==> src/core/pwcp_pkg.sv <==
package pwcp_pkg;
  // Clock rate
  localparam int CLK_HZ = 20000000;
  // Symbol and interval times in ns
  localparam int ZERO_NOM_NS = 1000;
  localparam int ONE_NOM_NS = 3000;
  localparam int RESET_INT_NS = 20000;
  localparam int LOAD_BASE_FREQUENCY_CMD_DLY_NS = 10000;
  localparam int CLK_NS = 1000000000 / CLK_HZ;
  // Acceptance windows, +/-10 percent
  localparam int ZERO_MIN_CYC = (ZERO_NOM_NS * 9 + 10 * CLK_NS - 1) / (10 * CLK_NS);
  localparam int ZERO_MAX_CYC = (ZERO_NOM_NS * 11) / (10 * CLK_NS);
  localparam int ONE_MIN_CYC = (ONE_NOM_NS * 9 + 10 * CLK_NS - 1) / (10 * CLK_NS);
  localparam int ONE_MAX_CYC = (ONE_NOM_NS * 11) / (10 * CLK_NS);
  localparam int RESET_CYC = (RESET_INT_NS + CLK_NS - 1) / CLK_NS;
  localparam int LOAD_BASE_FREQUENCY_CMD_CYC = LOAD_BASE_FREQUENCY_CMD_DLY_NS / CLK_NS;
  localparam int CNT_W = 12;
  // Frame layout
  localparam int FRAME_BITS = 15;
  localparam int PRE_BITS = 7;
  localparam int BYTE_BITS = 8;
  // Command codes
  localparam logic [7:0] CMD_RUN = 8'h50;
  localparam logic [7:0] CMD_STOP = 8'h18;
  localparam logic [7:0] CMD_DOZE = 8'h20;
  localparam logic [7:0] CMD_SLEEP = 8'h30;
  localparam logic [7:0] CMD_LOAD_BASE_FREQUENCY_CMD = 8'h0c;
  localparam logic [2:0] LOAD_BASE_FREQUENCY_CMD_ARGS = 3'h4;
  // Default base frequency, arbitrary neutral value
  localparam logic [31:0] BASE_FREQ_RST = 32'h4b189680;
  localparam logic [15:0] OFFSET_RST = 16'h0000;
  // Operating modes
  typedef enum logic [2:0] {
    MODE_RUN = 3'h0,
    MODE_SETUP = 3'h1,
    MODE_STOP = 3'h3,
    MODE_DOZE = 3'h2,
    MODE_SLEEP = 3'h6
  } pwcp_mode_type;
  // Link states
  typedef enum logic [1:0] {
    LINK_IDLE = 2'h0,
    LINK_READY = 2'h1,
    LINK_LOCKED = 2'h3
  } pwcp_link_type;
endpackage

==> src/core/pwcp_top.sv <==
`timescale 1ns/100ps
module pwcp_top
  import pwcp_pkg::*;
(
  input wire logic CLK_I,
  input wire logic SYS_RST_I,
  input wire logic SINGLE_WIRE_DATA_I,
  output logic [7:0] CMD_DATA_O,
  output logic CMD_VALID_O,
  input wire logic CMD_READY_I,
  output logic [2:0] MODE_O,
  output logic OUT_ENABLE_O,
  output logic POWER_SAVE_O,
  output logic CORE_POWER_O,
  output logic [31:0] BASE_FREQ_O,
  output logic [15:0] OFFSET_O,
  output logic LINK_READY_O
);
  logic sync1_r;
  logic sync2_r;
  logic wire_prev_r;
  logic [CNT_W-1:0] width_cnt_r;
  logic steady_hit_r;
  logic [3:0] bit_cnt_r;
  logic [7:0] shift_r;
  logic frame_bad_r;
  logic byte_stb;
  logic [7:0] byte_val;
  logic edge_seen;
  logic gap_seen;
  logic bit_edge;
  logic is_zero;
  logic is_one;
  logic sym_ok;
  logic last_bit;
  pwcp_link_type link_r;
  pwcp_mode_type mode_r;
  logic [7:0] cmd_r;
  logic [2:0] args_left_r;
  logic [31:0] freq_acc_r;
  logic [31:0] base_freq_r;
  logic [31:0] pend_val_r;
  logic [31:0] new_freq;
  logic [15:0] offset_r;
  logic pend_freq_r;
  logic [CNT_W-1:0] blank_cnt_r;
  logic exec_stb;
  logic [7:0] exec_cmd;
  logic freq_done;
  logic freq_live;
  logic simple_cmd;
  logic resume_cmd;
  logic [7:0] buf_data_r [2];
  logic [1:0] buf_cnt_r;
  logic buf_wp_r;
  logic buf_rp_r;
  logic buf_in_rdy;
  logic buf_push;
  logic buf_pop;

  // Two-stage input synchroniser
  always_ff @(posedge CLK_I) begin
    if (SYS_RST_I) begin
      sync1_r <= 1'b1;
      sync2_r <= 1'b1;
      wire_prev_r <= 1'b1;
    end else begin
      sync1_r <= SINGLE_WIRE_DATA_I;
      sync2_r <= sync1_r;
      wire_prev_r <= sync2_r;
    end
  end

  // Edge detector idles at the pulled-up level of the pin
  assign edge_seen = sync2_r != wire_prev_r;
  // A pause longer than any symbol opens a new frame
  assign gap_seen = width_cnt_r > CNT_W'(ONE_MAX_CYC);
  assign bit_edge = edge_seen && !gap_seen;
  assign is_zero = width_cnt_r >= CNT_W'(ZERO_MIN_CYC) && width_cnt_r <= CNT_W'(ZERO_MAX_CYC);
  assign is_one = width_cnt_r >= CNT_W'(ONE_MIN_CYC) && width_cnt_r <= CNT_W'(ONE_MAX_CYC);
  assign sym_ok = is_zero || is_one;
  assign last_bit = bit_cnt_r == 4'(FRAME_BITS - 1);

  // Width of the current level in cycles
  always_ff @(posedge CLK_I) begin
    if (SYS_RST_I) begin
      width_cnt_r <= '0;
    end else if (edge_seen) begin
      width_cnt_r <= CNT_W'(1);
    end else if (width_cnt_r < CNT_W'(RESET_CYC)) begin
      width_cnt_r <= width_cnt_r + CNT_W'(1);
    end
  end

  // One pulse once the level has stood for the reset interval
  always_ff @(posedge CLK_I) begin
    if (SYS_RST_I || edge_seen) begin
      steady_hit_r <= 1'b0;
    end else begin
      steady_hit_r <= width_cnt_r == CNT_W'(RESET_CYC - 1);
    end
  end

  // Position within the frame
  always_ff @(posedge CLK_I) begin
    if (SYS_RST_I || steady_hit_r) begin
      bit_cnt_r <= '0;
    end else if (edge_seen && gap_seen) begin
      bit_cnt_r <= '0;
    end else if (bit_edge) begin
      if (last_bit) begin
        bit_cnt_r <= '0;
      end else begin
        bit_cnt_r <= bit_cnt_r + 4'h1;
      end
    end
  end

  // Bad width or a one in the preamble spoils the frame
  always_ff @(posedge CLK_I) begin
    if (SYS_RST_I || steady_hit_r) begin
      frame_bad_r <= 1'b0;
    end else if (edge_seen && gap_seen) begin
      frame_bad_r <= 1'b0;
    end else if (bit_edge) begin
      if (last_bit) begin
        frame_bad_r <= 1'b0;
      end else if (!sym_ok) begin
        frame_bad_r <= 1'b1;
      end else if (bit_cnt_r < 4'(PRE_BITS) && is_one) begin
        frame_bad_r <= 1'b1;
      end
    end
  end

  // Byte field, least significant bit first
  always_ff @(posedge CLK_I) begin
    if (SYS_RST_I || steady_hit_r) begin
      shift_r <= '0;
    end else if (bit_edge && bit_cnt_r >= 4'(PRE_BITS)) begin
      shift_r <= {is_one, shift_r[7:1]};
    end
  end

  assign byte_stb = bit_edge && last_bit && !frame_bad_r && sym_ok;
  assign byte_val = {is_one, shift_r[7:1]};

  // Link readiness: a steady interval arms it after reset or wake
  always_ff @(posedge CLK_I) begin
    if (SYS_RST_I) begin
      link_r <= LINK_IDLE;
    end else if (mode_r == MODE_SLEEP) begin
      link_r <= LINK_LOCKED;
    end else begin
      case (link_r)
        LINK_IDLE: begin
          if (steady_hit_r) begin
            link_r <= LINK_READY;
          end
        end
        LINK_READY: begin
          link_r <= LINK_READY;
        end
        LINK_LOCKED: begin
          if (steady_hit_r) begin
            link_r <= LINK_READY;
          end
        end
        default: begin
          link_r <= LINK_IDLE;
        end
      endcase
    end
  end

  assign exec_stb = byte_stb && link_r == LINK_READY && mode_r != MODE_SLEEP;
  assign exec_cmd = byte_val;

  // Command byte and argument assembly
  always_ff @(posedge CLK_I) begin
    if (SYS_RST_I || steady_hit_r) begin
      args_left_r <= '0;
      cmd_r <= '0;
      freq_acc_r <= '0;
    end else if (exec_stb) begin
      if (args_left_r != 3'h0) begin
        freq_acc_r <= {freq_acc_r[23:0], byte_val};
        args_left_r <= args_left_r - 3'h1;
      end else if (byte_val == CMD_LOAD_BASE_FREQUENCY_CMD) begin
        cmd_r <= byte_val;
        args_left_r <= LOAD_BASE_FREQUENCY_CMD_ARGS;
      end else begin
        cmd_r <= byte_val;
        args_left_r <= 3'h0;
      end
    end
  end

  assign new_freq = {freq_acc_r[23:0], byte_val};
  assign freq_done = exec_stb && args_left_r == 3'h1 && cmd_r == CMD_LOAD_BASE_FREQUENCY_CMD;
  assign freq_live = mode_r == MODE_RUN || mode_r == MODE_SETUP;
  assign simple_cmd = exec_stb && args_left_r == 3'h0 && byte_val != CMD_LOAD_BASE_FREQUENCY_CMD;
  assign resume_cmd = simple_cmd && exec_cmd == CMD_RUN;

  // Mode controller
  always_ff @(posedge CLK_I) begin
    if (SYS_RST_I) begin
      mode_r <= MODE_RUN;
    end else begin
      case (mode_r)
        MODE_SLEEP: begin
          if (edge_seen) begin
            mode_r <= MODE_RUN;
          end
        end
        MODE_SETUP: begin
          if (blank_cnt_r == '0) begin
            mode_r <= MODE_RUN;
          end
        end
        MODE_RUN: begin
          if (freq_done) begin
            mode_r <= MODE_SETUP;
          end else if (simple_cmd && exec_cmd == CMD_STOP) begin
            mode_r <= MODE_STOP;
          end else if (simple_cmd && exec_cmd == CMD_DOZE) begin
            mode_r <= MODE_DOZE;
          end else if (simple_cmd && exec_cmd == CMD_SLEEP) begin
            mode_r <= MODE_SLEEP;
          end
        end
        MODE_STOP, MODE_DOZE: begin
          if (resume_cmd) begin
            mode_r <= MODE_RUN;
          end
        end
        default: begin
          mode_r <= MODE_RUN;
        end
      endcase
    end
  end

  // Base frequency: applied at once while live, else on resume
  always_ff @(posedge CLK_I) begin
    if (SYS_RST_I) begin
      base_freq_r <= BASE_FREQ_RST;
    end else if (freq_done && freq_live) begin
      base_freq_r <= new_freq;
    end else if (resume_cmd && pend_freq_r) begin
      base_freq_r <= pend_val_r;
    end
  end

  always_ff @(posedge CLK_I) begin
    if (SYS_RST_I) begin
      offset_r <= OFFSET_RST;
    end else if (freq_done) begin
      offset_r <= OFFSET_RST;
    end
  end

  // Latest value written while the output is off wins
  always_ff @(posedge CLK_I) begin
    if (SYS_RST_I) begin
      pend_freq_r <= 1'b0;
      pend_val_r <= BASE_FREQ_RST;
    end else if (freq_done && !freq_live) begin
      pend_freq_r <= 1'b1;
      pend_val_r <= new_freq;
    end else if (resume_cmd) begin
      pend_freq_r <= 1'b0;
    end
  end

  // Output blanking after a reload applied while live
  always_ff @(posedge CLK_I) begin
    if (SYS_RST_I) begin
      blank_cnt_r <= '0;
    end else if (freq_done && freq_live) begin
      blank_cnt_r <= CNT_W'(LOAD_BASE_FREQUENCY_CMD_CYC);
    end else if (mode_r == MODE_SETUP && blank_cnt_r != '0) begin
      blank_cnt_r <= blank_cnt_r - CNT_W'(1);
    end
  end

  // Two-entry buffer of executed no-argument commands
  assign buf_in_rdy = buf_cnt_r != 2'h2;
  assign buf_push = simple_cmd && buf_in_rdy;
  assign buf_pop = CMD_VALID_O && CMD_READY_I;

  always_ff @(posedge CLK_I) begin
    if (SYS_RST_I) begin
      buf_data_r[0] <= '0;
      buf_data_r[1] <= '0;
    end else if (buf_push) begin
      buf_data_r[buf_wp_r] <= exec_cmd;
    end
  end

  always_ff @(posedge CLK_I) begin
    if (SYS_RST_I) begin
      buf_cnt_r <= '0;
      buf_wp_r <= 1'b0;
      buf_rp_r <= 1'b0;
    end else begin
      if (buf_push) begin
        buf_wp_r <= !buf_wp_r;
      end
      if (buf_pop) begin
        buf_rp_r <= !buf_rp_r;
      end
      buf_cnt_r <= buf_cnt_r + 2'(buf_push ? 1 : 0) - 2'(buf_pop ? 1 : 0);
    end
  end

  assign CMD_VALID_O = buf_cnt_r != 2'h0;
  assign CMD_DATA_O = buf_data_r[buf_rp_r];
  assign MODE_O = mode_r;
  assign OUT_ENABLE_O = mode_r == MODE_RUN;
  assign POWER_SAVE_O = mode_r == MODE_DOZE || mode_r == MODE_SLEEP;
  assign CORE_POWER_O = mode_r != MODE_SLEEP;
  assign BASE_FREQ_O = base_freq_r;
  assign OFFSET_O = offset_r;
  assign LINK_READY_O = link_r == LINK_READY;
endmodule

==> config.mk <==
export PLATFORM = sky130hd
export DESIGN_NAME = pwcp_top
export DESIGN_NICKNAME = d
export VERILOG_FILES = /design/src/core/pwcp_pkg.sv /design/src/core/pwcp_top.sv
export SDC_FILE = /design/constraint.sdc
export NUM_CORES = 1
export LEC_CHECK = 0
export BUFFER_PORTS_ARGS = -buffer_cell sky130_fd_sc_hd__buf_2
export CAP_MARGIN = 30
export CORE_MARGIN = 2
export CORE_UTILIZATION = 50
export CTS_BUF_LIST = sky130_fd_sc_hd__clkbuf_16
export DETAILED_ROUTE_END_ITERATION = 16
export PLACE_DENSITY = 0.73
export SLEW_MARGIN = 10
export SYNTH_ARGS = -nofsm -noshare
export SYNTH_HDL_FRONTEND = slang
export SYNTH_SLANG_ARGS = --single-unit
==> constraint.sdc <==
create_clock -name CLK_I -period 6 [get_ports CLK_I]
set_input_delay 0.9 -clock CLK_I [delete_from_list [all_inputs] [get_ports CLK_I]]
set_output_delay 0.9 -clock CLK_I [all_outputs]
set_load 0.02 [all_outputs]
==> results.json, run 1 <==
{
  "outcome": "finished clean",
  "fin_nets": 861,
  "synth_edf_count": 16,
  "syn_inst": 832,
  "syn-cell-area_um2": 7383,
  "design.die.area_um2": 15760,
  "cellPowerDensity_nw_per_um2": 293.3,
  "ys_seq_area_frac": 0.4718,
  "r2r-start": "sync2_r$_SDFF_PP1_",
  "insertion_delay_ps": 430,
  "multi_input_area_um2": 3515,
  "cts-root-buf": "clkbuf_16",
  "drv_slew": 0,
  "synth_area_leader_cell": "dfxtp_1",
  "dpl_worst_slack_ps": 3031,
  "synth_warnings": 0,
  "fill_cells": 1298,
  "synth_ff_type": "dfxtp_1",
  "startpoint_type": "register",
  "crit_start": "sync2_r$_SDFF_PP1_",
  "hp-class": "register to register",
  "cts_tree": "yes",
  "rsz0062_at_grt": "no",
  "synth_top_area_frac": 0.4067,
  "clkSinkCount": 166,
  "drv_cap": 0,
  "grt-ovfl-total": 0,
  "wl_per_cell_um": 15.50,
  "via_count": 5762,
  "fin_crit_sh": 0.5063,
  "fmax_mhz": 329.2,
  "synth.most_common_cell": "dfxtp_1",
  "postSynthAreaPerCell_um2": 8.874,
  "firstDrtPassIters": 4,
  "path_class": "register to register",
  "synth_area_leaders": "dfxtp_1 41%, edfxtp_1 6.5%, nand2_1 6.3%",
  "slew_headroom": 0.4161,
  "vias_per_cell": 5.514,
  "drive_gt1_frac": 0.1510,
  "cts_buffer_depth": 2,
  "port_buffers": 51,
  "first_iter_violations": 514,
  "num_rows": 44,
  "hp-start": "sync1_r$_SDFF_PP1_",
  "grt_pass1_vias": 5138,
  "fin_worst_skew_ps": 6.953,
  "core_area_um2": 14480,
  "io_pins": 68,
  "worstPathRequired_ps": 6090,
  "async_reset_ff_frac": 0,
  "hold_ws_ps": 410.5,
  "wirelength_um": 16190,
  "start_util": 0.5099,
  "drc_errors": 0,
  "diodes": 0,
  "ys_top_cells_by_count": "150 x dfxtp_1, 124 x nand2_1, 94 x nor2_1",
  "synth_cell_types": 58,
  "fin_ws_ps": 2962,
  "seq_area_um2": 3483,
  "dp_hpwl_um": 10150,
  "cts_setup_buffers": 0,
  "layout_min_cycle_time_ps": 3038,
  "clk_pin_slew_ps": 60,
  "postRouteAntennaNets": 0,
  "end_kind": "register",
  "antenna_found_initial": 0,
  "die_h_um": 125.5,
  "ir_drop_mv": 0.2298,
  "total_power_mw": 2.402,
  "worstPathMaxFanout": 15,
  "p_leak_nw": 3.301,
  "cts_made_buffers": 17,
  "cts_max_level": 4,
  "globalplace.congestion": 0.8760,
  "worst_pin_slew_ps": 875.9,
  "cts_hold_buf": 0,
  "track_usage": 0.2088,
  "grt_pass1_wl_um": 26680,
  "die_w_um": 125.5,
  "fin_tns_setup_ps": 0,
  "setup_viol": 0,
  "cp.arrival_ps": 3130,
  "ys_ff_latch": 166,
  "final_hold_viol_count": 0,
  "grt_max_degree": 69,
  "final_util": 0.5656,
  "syn2layout_area_growth_pct": 10.91,
  "cts_resized": 0
}
flip-flops by register name, summed over array words and instances (netlist names), 4 cells and up, named ones only:
register / cells
BASE_FREQ_O: 32
pend_val_r: 32
freq_acc_r: 24
buf_data_r: 16
blank_cnt_r: 12
width_cnt_r: 12
cmd_r: 8
shift_r: 7
bit_cnt_r: 4
cells by family (layout without fill, tap and decap cells):
| logic type | Yosys count | after routing | synth area share |
|---|---|---|---|
| compound gates | 141 | 141 | 0.1317 |
| mux | 37 | 37 | 0.05152 |
| fa+ha+maj | 9 | 9 | 0.01525 |
| xor+xnor | 25 | 25 | 0.02966 |
| simple gates | 364 | 364 | 0.2379 |
| other cells | 1 | 16 | 0.0005079 |
| flops | 166 | 166 | 0.4718 |
| buf+inv | 89 | 103 | 0.06168 |
critical path: stages, from the launching register on:
cell and delay, ps:
dfxtp_1 370, xor2_1 340, and3_1 290, and3_1 600, o221ai_2 310, nor3b_2 410
or2_1 370
cell type report:
cell class / instances / share of cell area
sequential: 166 / 0.4254
timing repair buffer: 57 / 0.03789
multi-input combinational: 592 / 0.4292
tap: 184 / 0.02811
inverter: 14 / 0.006417
clock buffer: 17 / 0.05195
clock inverter: 15 / 0.02108
layer usage:
| layer | routed length [um] | global-route usage | part of all wire | vias to the layer above |
|---|---|---|---|---|
| met4 | 288 | 0.07582 | 0.018 | 0 |
| met1 | 7707 | 0.2992 | 0.48 | 2720 |
| li1 | - | - | - | 2864 |
| met2 | 7327 | 0.3100 | 0.45 | 151 |
| met3 | 870 | 0.04579 | 0.054 | 27 |
| met5 | 0 | 0 | 0 | - |
final timing paths:
| kind | endpoint | depth (start not counted) | slack [ps] |
|---|---|---|---|
| worst max register to register | buf_data_r[1][1]$_SDFFCE_PN0P_ | 6 | 2960 |
| worst min-delay path | sync2_r$_SDFF_PP1_ | 1 | 410 |
| worst min register to register | sync2_r$_SDFF_PP1_ | 1 | 410 |
| worst max-delay path | buf_data_r[1][1]$_SDFFCE_PN0P_ | 6 | 2960 |
metrics by stage:
stage                     instances  area, um2
final                          1045       8189
after global routing           1045       8189
after CTS                      1044       8174
after detailed placement       1012       7576
after global placement         1012       7576
after floorplan                 847       7440
cells in the final DEF (no fill, tap or decap), types with 3 or more instances in the layout:
cell type	count
a211oi_1	5
a211oi_2	21
a21oi_1	66
a31oi_1	3
and2_1	20
and3_1	18
buf_2	50
buf_4	6
bufinv_16	4
clkbuf_16	17
conb_1	16
dfxtp_1	150
edfxtp_1	16
ha_1	9
inv_1	19
mux2_2	8
mux2i_1	29
nand2_1	124
nand2b_1	5
nand3_1	8
nand3b_1	3
nand4_1	18
nor2_1	94
nor2b_1	3
nor3_1	34
nor3_2	3
o21ai_0	19
o21bai_1	13
or2_2	6
or3_1	7
or4_1	4
xnor2_1	15
xor2_1	10
where the power goes:
| part | total [mW] | switching (mW) | internal (mW) |
|---|---|---|---|
| sequential | 1.16 | 0.0185 | 1.14 |
| clock | 1.11 | 0.423 | 0.684 |
| combinational | 0.139 | 0.0856 | 0.0539 |
No activity file was read; power rests on OpenSTA's default activity.
==> inputs of run 2 (changes only) <==
--- a/config.mk
+++ b/config.mk
@@ -5,13 +5,14 @@
 export SDC_FILE = /design/constraint.sdc
 export NUM_CORES = 1
 export LEC_CHECK = 0
+export ABC_AREA = 1
 export BUFFER_PORTS_ARGS = -buffer_cell sky130_fd_sc_hd__buf_2
 export CAP_MARGIN = 30
 export CORE_MARGIN = 2
 export CORE_UTILIZATION = 50
 export CTS_BUF_LIST = sky130_fd_sc_hd__clkbuf_16
 export DETAILED_ROUTE_END_ITERATION = 16
-export PLACE_DENSITY = 0.73
+export PLACE_DENSITY = 0.76
 export SLEW_MARGIN = 10
 export SYNTH_ARGS = -nofsm -noshare
 export SYNTH_HDL_FRONTEND = slang
==> constraint.sdc (replaced) <==
create_clock -name CLK_I -period 2.65 [get_ports CLK_I]
set_input_delay 0.3975 -clock CLK_I [delete_from_list [all_inputs] [get_ports CLK_I]]
set_output_delay 0.3975 -clock CLK_I [all_outputs]
set_load 0.02 [all_outputs]
==> results.json, run 2 <==
{
  "postPlaceCellArea_um2": 7895,
  "grt-ovfl-total": 0,
  "path_depth": 16,
  "crit_buf_inv": 3,
  "cts_made_buffers": 17,
  "multi_input_area_um2": 3309,
  "final_common_cell": "dfxtp_1",
  "fin_crit_sh": 0.9248,
  "hp-class": "primary input to register",
  "path_class": "register to register",
  "grt_pass1_vias": 5811,
  "layout_min_cycle_time_ps": 2451,
  "finalInstanceArea_um2": 8517,
  "final_hold_viol_count": 0,
  "ys_ff_latch": 166,
  "grt_pass1_wl_um": 27700,
  "cp.arrival_ps": 2810,
  "end_kind": "register",
  "synthAdderAreaFrac": 0.01501,
  "syn-cell-area_um2": 7501,
  "worstPathMaxFanout": 5,
  "synth_area_leader_cell": "dfxtp_1",
  "synth_cell_types": 45,
  "die_w_um": 126.5,
  "diodes": 0,
  "postRouteAntennaNets": 0,
  "clkSinkCount": 166,
  "vias_per_cell": 5.180,
  "startpoint_type": "register",
  "cts_tree": "yes",
  "fmax_mhz": 408.1,
  "worstPathRequired_ps": 3010,
  "switching_share": 0.2232,
  "min_path_cells": 2,
  "clk_pin_slew_ps": 60,
  "async_reset_ff_frac": 0,
  "insertion_delay_ps": 430,
  "place_inst": 1171,
  "cts_max_level": 4,
  "synth_compound_area_frac": 0.1525,
  "drv_slew": 0,
  "synth_top_family_by_area": "simple AND/OR/NAND/NOR gates",
  "path_cells": "inv_2, nand2_1, nor2_1, nand3_2, nand2_4, nand4_2, inv_2, nand2_2, nor2_4, o211ai_4, ha_1, inv_1, ha_1, xor2_1, o21ai_0, a21oi_1",
  "postSynthAreaPerCell_um2": 7.830,
  "cts_setup_buffers": 0,
  "synth_xor_area_frac": 0.01168,
  "num_rows": 44,
  "die_h_um": 126.5,
  "drive_gt1_frac": 0.1629,
  "synth_top_area_frac": 0.4003,
  "ys_top_cells_by_count": "150 x dfxtp_1, 131 x nand2_1, 129 x nor2_1",
  "cts_buffer_depth": 2,
  "slowest_delay_ps": 350,
  "fill_cells": 1319,
  "fin_worst_skew_ps": 9.077,
  "design.die.area_um2": 16000,
  "synth.most_common_cell": "dfxtp_1",
  "reg2reg_depth": 16,
  "syn2layout_area_growth_pct": 13.54,
  "drv_cap": 0,
  "synth-simple-area-share": 0.2392,
  "io_pins": 68,
  "setup_viol": 0,
  "firstDrtPassIters": 5,
  "cts-root-buf": "clkbuf_16",
  "seq_area_um2": 3485,
  "final_cells": 1203,
  "port_buffers": 51,
  "fin_tns_setup_ps": 0,
  "wirelength_um": 16590,
  "power_switching_mw": 1.201,
  "synth_area_leaders": "dfxtp_1 40%, nand2_1 6.6%, nor2_1 6.5%",
  "ys_seq_area_frac": 0.4644,
  "via_count": 6232,
  "dp_hpwl_um": 11180,
  "track_usage": 0.2131,
  "critPathTopFamily": "simple AND/OR/NAND/NOR gates",
  "p_clk_frac": 0.470,
  "syn_inst": 958,
  "cpMaxStageDelayCell": "dfxtp_1",
  "drc_errors": 0,
  "cellPowerDensity_nw_per_um2": 631.8,
  "start_util": 0.5142,
  "p_leak_nw": 3.738,
  "antenna_found_initial": 0,
  "p_seq_frac": 0.483,
  "pwr-share-comb": 0.047,
  "synth_warnings": 0,
  "core_area_um2": 14590,
  "total_power_mw": 5.381,
  "ir_drop_mv": 0.4445,
  "synth_ff_type": "dfxtp_1",
  "most-common-layout-cells": "149 x dfxtp_1, 130 x nand2_1, 125 x nor2_1, 101 x inv_1, 83 x o21ai_0",
  "synth_edf_count": 16,
  "p_int_mw": 4.180,
  "grt_max_degree": 66,
  "synth_mux_area_frac": 0.01201,
  "wl_per_cell_um": 13.79,
  "outcome": "finished clean",
  "globalplace.congestion": 0.9207,
  "fin_nets": 1019,
  "first_iter_violations": 326
}
-- run 2: cell type report --
| cell class | count | share of cell area |
|---|---|---|
| Tap cell | 184 | 0.02703 |
| Clock inverter | 14 | 0.01807 |
| Timing Repair Buffer | 75 | 0.05406 |
| Multi-Input combinational cell | 632 | 0.3886 |
| Sequential cell | 166 | 0.4091 |
| Inverter | 114 | 0.05024 |
| Clock buffer | 18 | 0.05289 |
-- run 2: timing repair --
item                                    4_1_cts  5_1_grt
hold endpoints to repair                      0        0
hold buffers                                  0        0
gates resized for setup                       0        5
endpoints found under the setup margin        0        5
-- run 2: metrics by stage --
step	setup slack, ps	util	hold WS (ps)
2_1_floorplan	83.46	-	389.5
3_3_place_gp	281.4	0.5412	409.2
3_5_place_dp	217.9	0.5412	404.3
4_1_cts	166.3	0.5826	137.8
5_1_grt	-4.749	0.5838	142.9
6_report	199.4	0.5838	150.5
-- run 2: power groups by stage --
stage          Sequential [mW]  Clock, mW  Combinational [mW]
6_report                  2.60       2.53               0.252
2_1_floorplan             2.64          0               0.214
3_3_place_gp              2.65          0               0.246
5_1_grt                   2.60       2.66               0.280
3_5_place_dp              2.65          0               0.249
4_1_cts                   2.60       2.56               0.251
-- run 2: per-layer routing --
metal	GRT usage	share of wire
met2	0.3278	0.45
met5	0	0
met3	0.05188	0.054
met4	0.07434	0.016
met1	0.2941	0.48
-- run 2: logic make-up (layout without fill, tap and decap cells) --
| group | count (synthesis) | in the layout |
|---|---|---|
| AO/OA/AOI/OAI | 208 | 208 |
| flip-flops | 166 | 166 |
| AND/OR/NAND/NOR | 381 | 381 |
| XOR/XNOR | 10 | 10 |
| buffers and inverters | 175 | 221 |
| other | 1 | 16 |
| adder cells (fa/ha/maj) | 9 | 9 |
| multiplexers | 8 | 8 |
-- run 2: worst paths after layout --
kind,to,startpoint,slack [ps]
worst min register to register,sync2_r$_SDFF_PP1_,sync1_r$_SDFF_PP1_,420
worst max-delay path,buf_cnt_r[1]$_SDFF_PP0_,width_cnt_r[7]$_SDFFE_PP0P_,200
worst max register to register,buf_cnt_r[1]$_SDFF_PP0_,width_cnt_r[7]$_SDFFE_PP0P_,200
worst min-delay path,sync1_r$_SDFF_PP1_,SINGLE_WIRE_DATA_I,150
-- run 2: worst register-to-register path, delay by kind of cell (launching register included) --
family / cells / cell delay, ps
and+or+nand+nor: 7 / 780
adders and majority gates: 2 / 470
DFF: 1 / 350
AOI/OAI and AO/OA: 3 / 340
buffers and inverters: 3 / 280
xor gates and xnor gates: 1 / 180
==> inputs of run 3 (changes only) <==
--- a/config.mk
+++ b/config.mk
@@ -5,7 +5,7 @@
 export SDC_FILE = /design/constraint.sdc
 export NUM_CORES = 1
 export LEC_CHECK = 0
-export ABC_AREA = 1
+export ABC_AREA = 0
 export BUFFER_PORTS_ARGS = -buffer_cell sky130_fd_sc_hd__buf_2
 export CAP_MARGIN = 30
 export CORE_MARGIN = 2
==> results.json, run 3 (synthesis gave the netlist of run 1 again) <==
{
  "ir_drop_mv": 0.4631,
  "cts_hold_buf": 0,
  "grt_pass1_vias": 5661,
  "holdPathEnd": "sync1_r$_SDFF_PP1_",
  "first_iter_violations": 423,
  "p_seq_frac": 0.474,
  "path_class": "register to register",
  "wirelength_um": 16540,
  "port_buffers": 51,
  "cellPowerDensity_nw_per_um2": 653.4,
  "fill_cells": 1260,
  "hp-start": "SINGLE_WIRE_DATA_I",
  "worstPathRequired_ps": 2950,
  "outcome": "finished clean",
  "drv_cap": 0,
  "r2r_slack_ps": 180,
  "cts_resized": 0,
  "final_hold_viol_count": 0,
  "place_inst": 1037,
  "power_switching_mw": 1.208,
  "diodes": 0,
  "most-common-layout-cells": "150 x dfxtp_1, 124 x nand2_1, 94 x nor2_1, 66 x a21oi_1, 50 x buf_2",
  "firstDrtPassIters": 4,
  "grt_pass1_wl_um": 28000,
  "clk_pin_slew_ps": 60,
  "pwr-share-comb": 0.059,
  "syn2layout_area_growth_pct": 14.34,
  "p_clk_frac": 0.467,
  "startpoint_type": "register",
  "cp.arrival_ps": 2770,
  "setup_viol": 0,
  "p_leak_nw": 3.454,
  "p_int_mw": 4.308,
  "reg2reg_depth": 11,
  "insertion_delay_ps": 430,
  "end_kind": "register",
  "num_rows": 44,
  "wl_per_cell_um": 15.47,
  "drv_slew": 0,
  "vias_per_cell": 5.477,
  "io_pins": 68,
  "r2r_end": "buf_cnt_r[1]$_SDFF_PP0_",
  "dp_hpwl_um": 10720,
  "worstPathMaxFanout": 6,
  "via_count": 5855,
  "globalplace.congestion": 0.8381,
  "core_area_um2": 14480,
  "drc_errors": 0,
  "postRouteAntennaNets": 0,
  "start_util": 0.5099,
  "cts_tree": "yes",
  "r2r-start": "width_cnt_r[0]$_SDFFE_PP0P_",
  "cts_setup_buffers": 0,
  "fin_crit_sh": 0.9308,
  "cts_buffer_depth": 2,
  "grt_max_degree": 42,
  "switching_share": 0.2190,
  "hp-class": "primary input to register",
  "final_common_cell": "dfxtp_1",
  "fin_nets": 885,
  "antenna_found_initial": 0,
  "layout_min_cycle_time_ps": 2466,
  "final_util": 0.5830,
  "cts-root-buf": "clkbuf_16",
  "grt-ovfl-total": 0,
  "slew_headroom": 0.6427,
  "worst_pin_slew_ps": 533.5,
  "final_cells": 1069,
  "cts_max_level": 4,
  "die_w_um": 125.5,
  "clkSinkCount": 166,
  "track_usage": 0.2179,
  "cts_made_buffers": 17,
  "rsz0062_at_grt": "yes",
  "die_h_um": 125.5,
  "min_path_cells": 2,
  "design.die.area_um2": 15760,
  "drive_gt1_frac": 0.1785,
  "fin_worst_skew_ps": 6.920,
  "fmax_mhz": 405.4
}
-- run 3: power groups by stage --
stage	sequential (mW)	clock (mW)	combinational (mW)
6_report	2.62	2.57	0.327
5_1_grt	2.62	2.73	0.357
4_1_cts	2.62	2.61	0.328
3_5_place_dp	2.67	0	0.326
3_3_place_gp	2.67	0	0.326
2_1_floorplan	2.65	0	0.284
-- run 3: worst max-delay path by stage --
stage	start	end	slack [ps]
after floorplan	MODE_O[0]$_SDFFE_PP0P_	buf_cnt_r[1]$_SDFF_PP0_	60
after global placement	shift_r[7]$_SDFFE_PP0P_	buf_cnt_r[1]$_SDFF_PP0_	230
after detailed placement	shift_r[7]$_SDFFE_PP0P_	buf_cnt_r[1]$_SDFF_PP0_	130
after CTS	shift_r[7]$_SDFFE_PP0P_	buf_cnt_r[1]$_SDFF_PP0_	100
after global routing	width_cnt_r[0]$_SDFFE_PP0P_	buf_cnt_r[1]$_SDFF_PP0_	-20
final	width_cnt_r[0]$_SDFFE_PP0P_	buf_cnt_r[1]$_SDFF_PP0_	180
-- run 3: layout make-up --
cell class	count	area [um2]	share of cell area
clock buffer	18	450.4	0.05336
clock inverter	14	165.2	0.01956
inverter	14	52.55	0.006225
sequential	166	3483	0.4126
tap	184	230.2	0.02727
multi-input combinational	592	3527	0.4178
timing repair buffer	81	533.0	0.06314
-- run 3: critical path: stages (launching register included) --
cell,delay [ps]
dfxtp_1,420
inv_1,70
ha_1,200
o311ai_2,390
nor3_1,110
o221ai_2,320
ha_1,300
inv_1,60
ha_1,150
xnor2_1,140
xnor2_1,140
nor2_1,50
-- run 3: per-stage QoR --
step / worst slack (ps) / cell area, um2 / hold WS (ps) / power [mW] / TNS [ps]
6_report: 183.5 / 8442 / 153.5 / 5.516 / 0
5_1_grt: -15.99 / 8442 / 137.1 / 5.705 / -15.99
4_1_cts: 99.69 / 8429 / 136.7 / 5.556 / 0
3_5_place_dp: 127.5 / 7814 / 399.7 / 2.998 / 0
3_3_place_gp: 230.4 / 7814 / 393.0 / 2.996 / 0
2_1_floorplan: 57.03 / 7440 / 389.5 / 2.933 / 0
-- run 3: metal layers --
| metal | share of wire | up-vias | track usage |
|---|---|---|---|
| met1 | 0.47 | 2783 | 0.2906 |
| li1 | - | 2901 | - |
| met4 | 0.015 | 0 | 0.06209 |
| met2 | 0.47 | 149 | 0.3520 |
| met5 | 0 | - | 0 |
| met3 | 0.049 | 22 | 0.05477 |
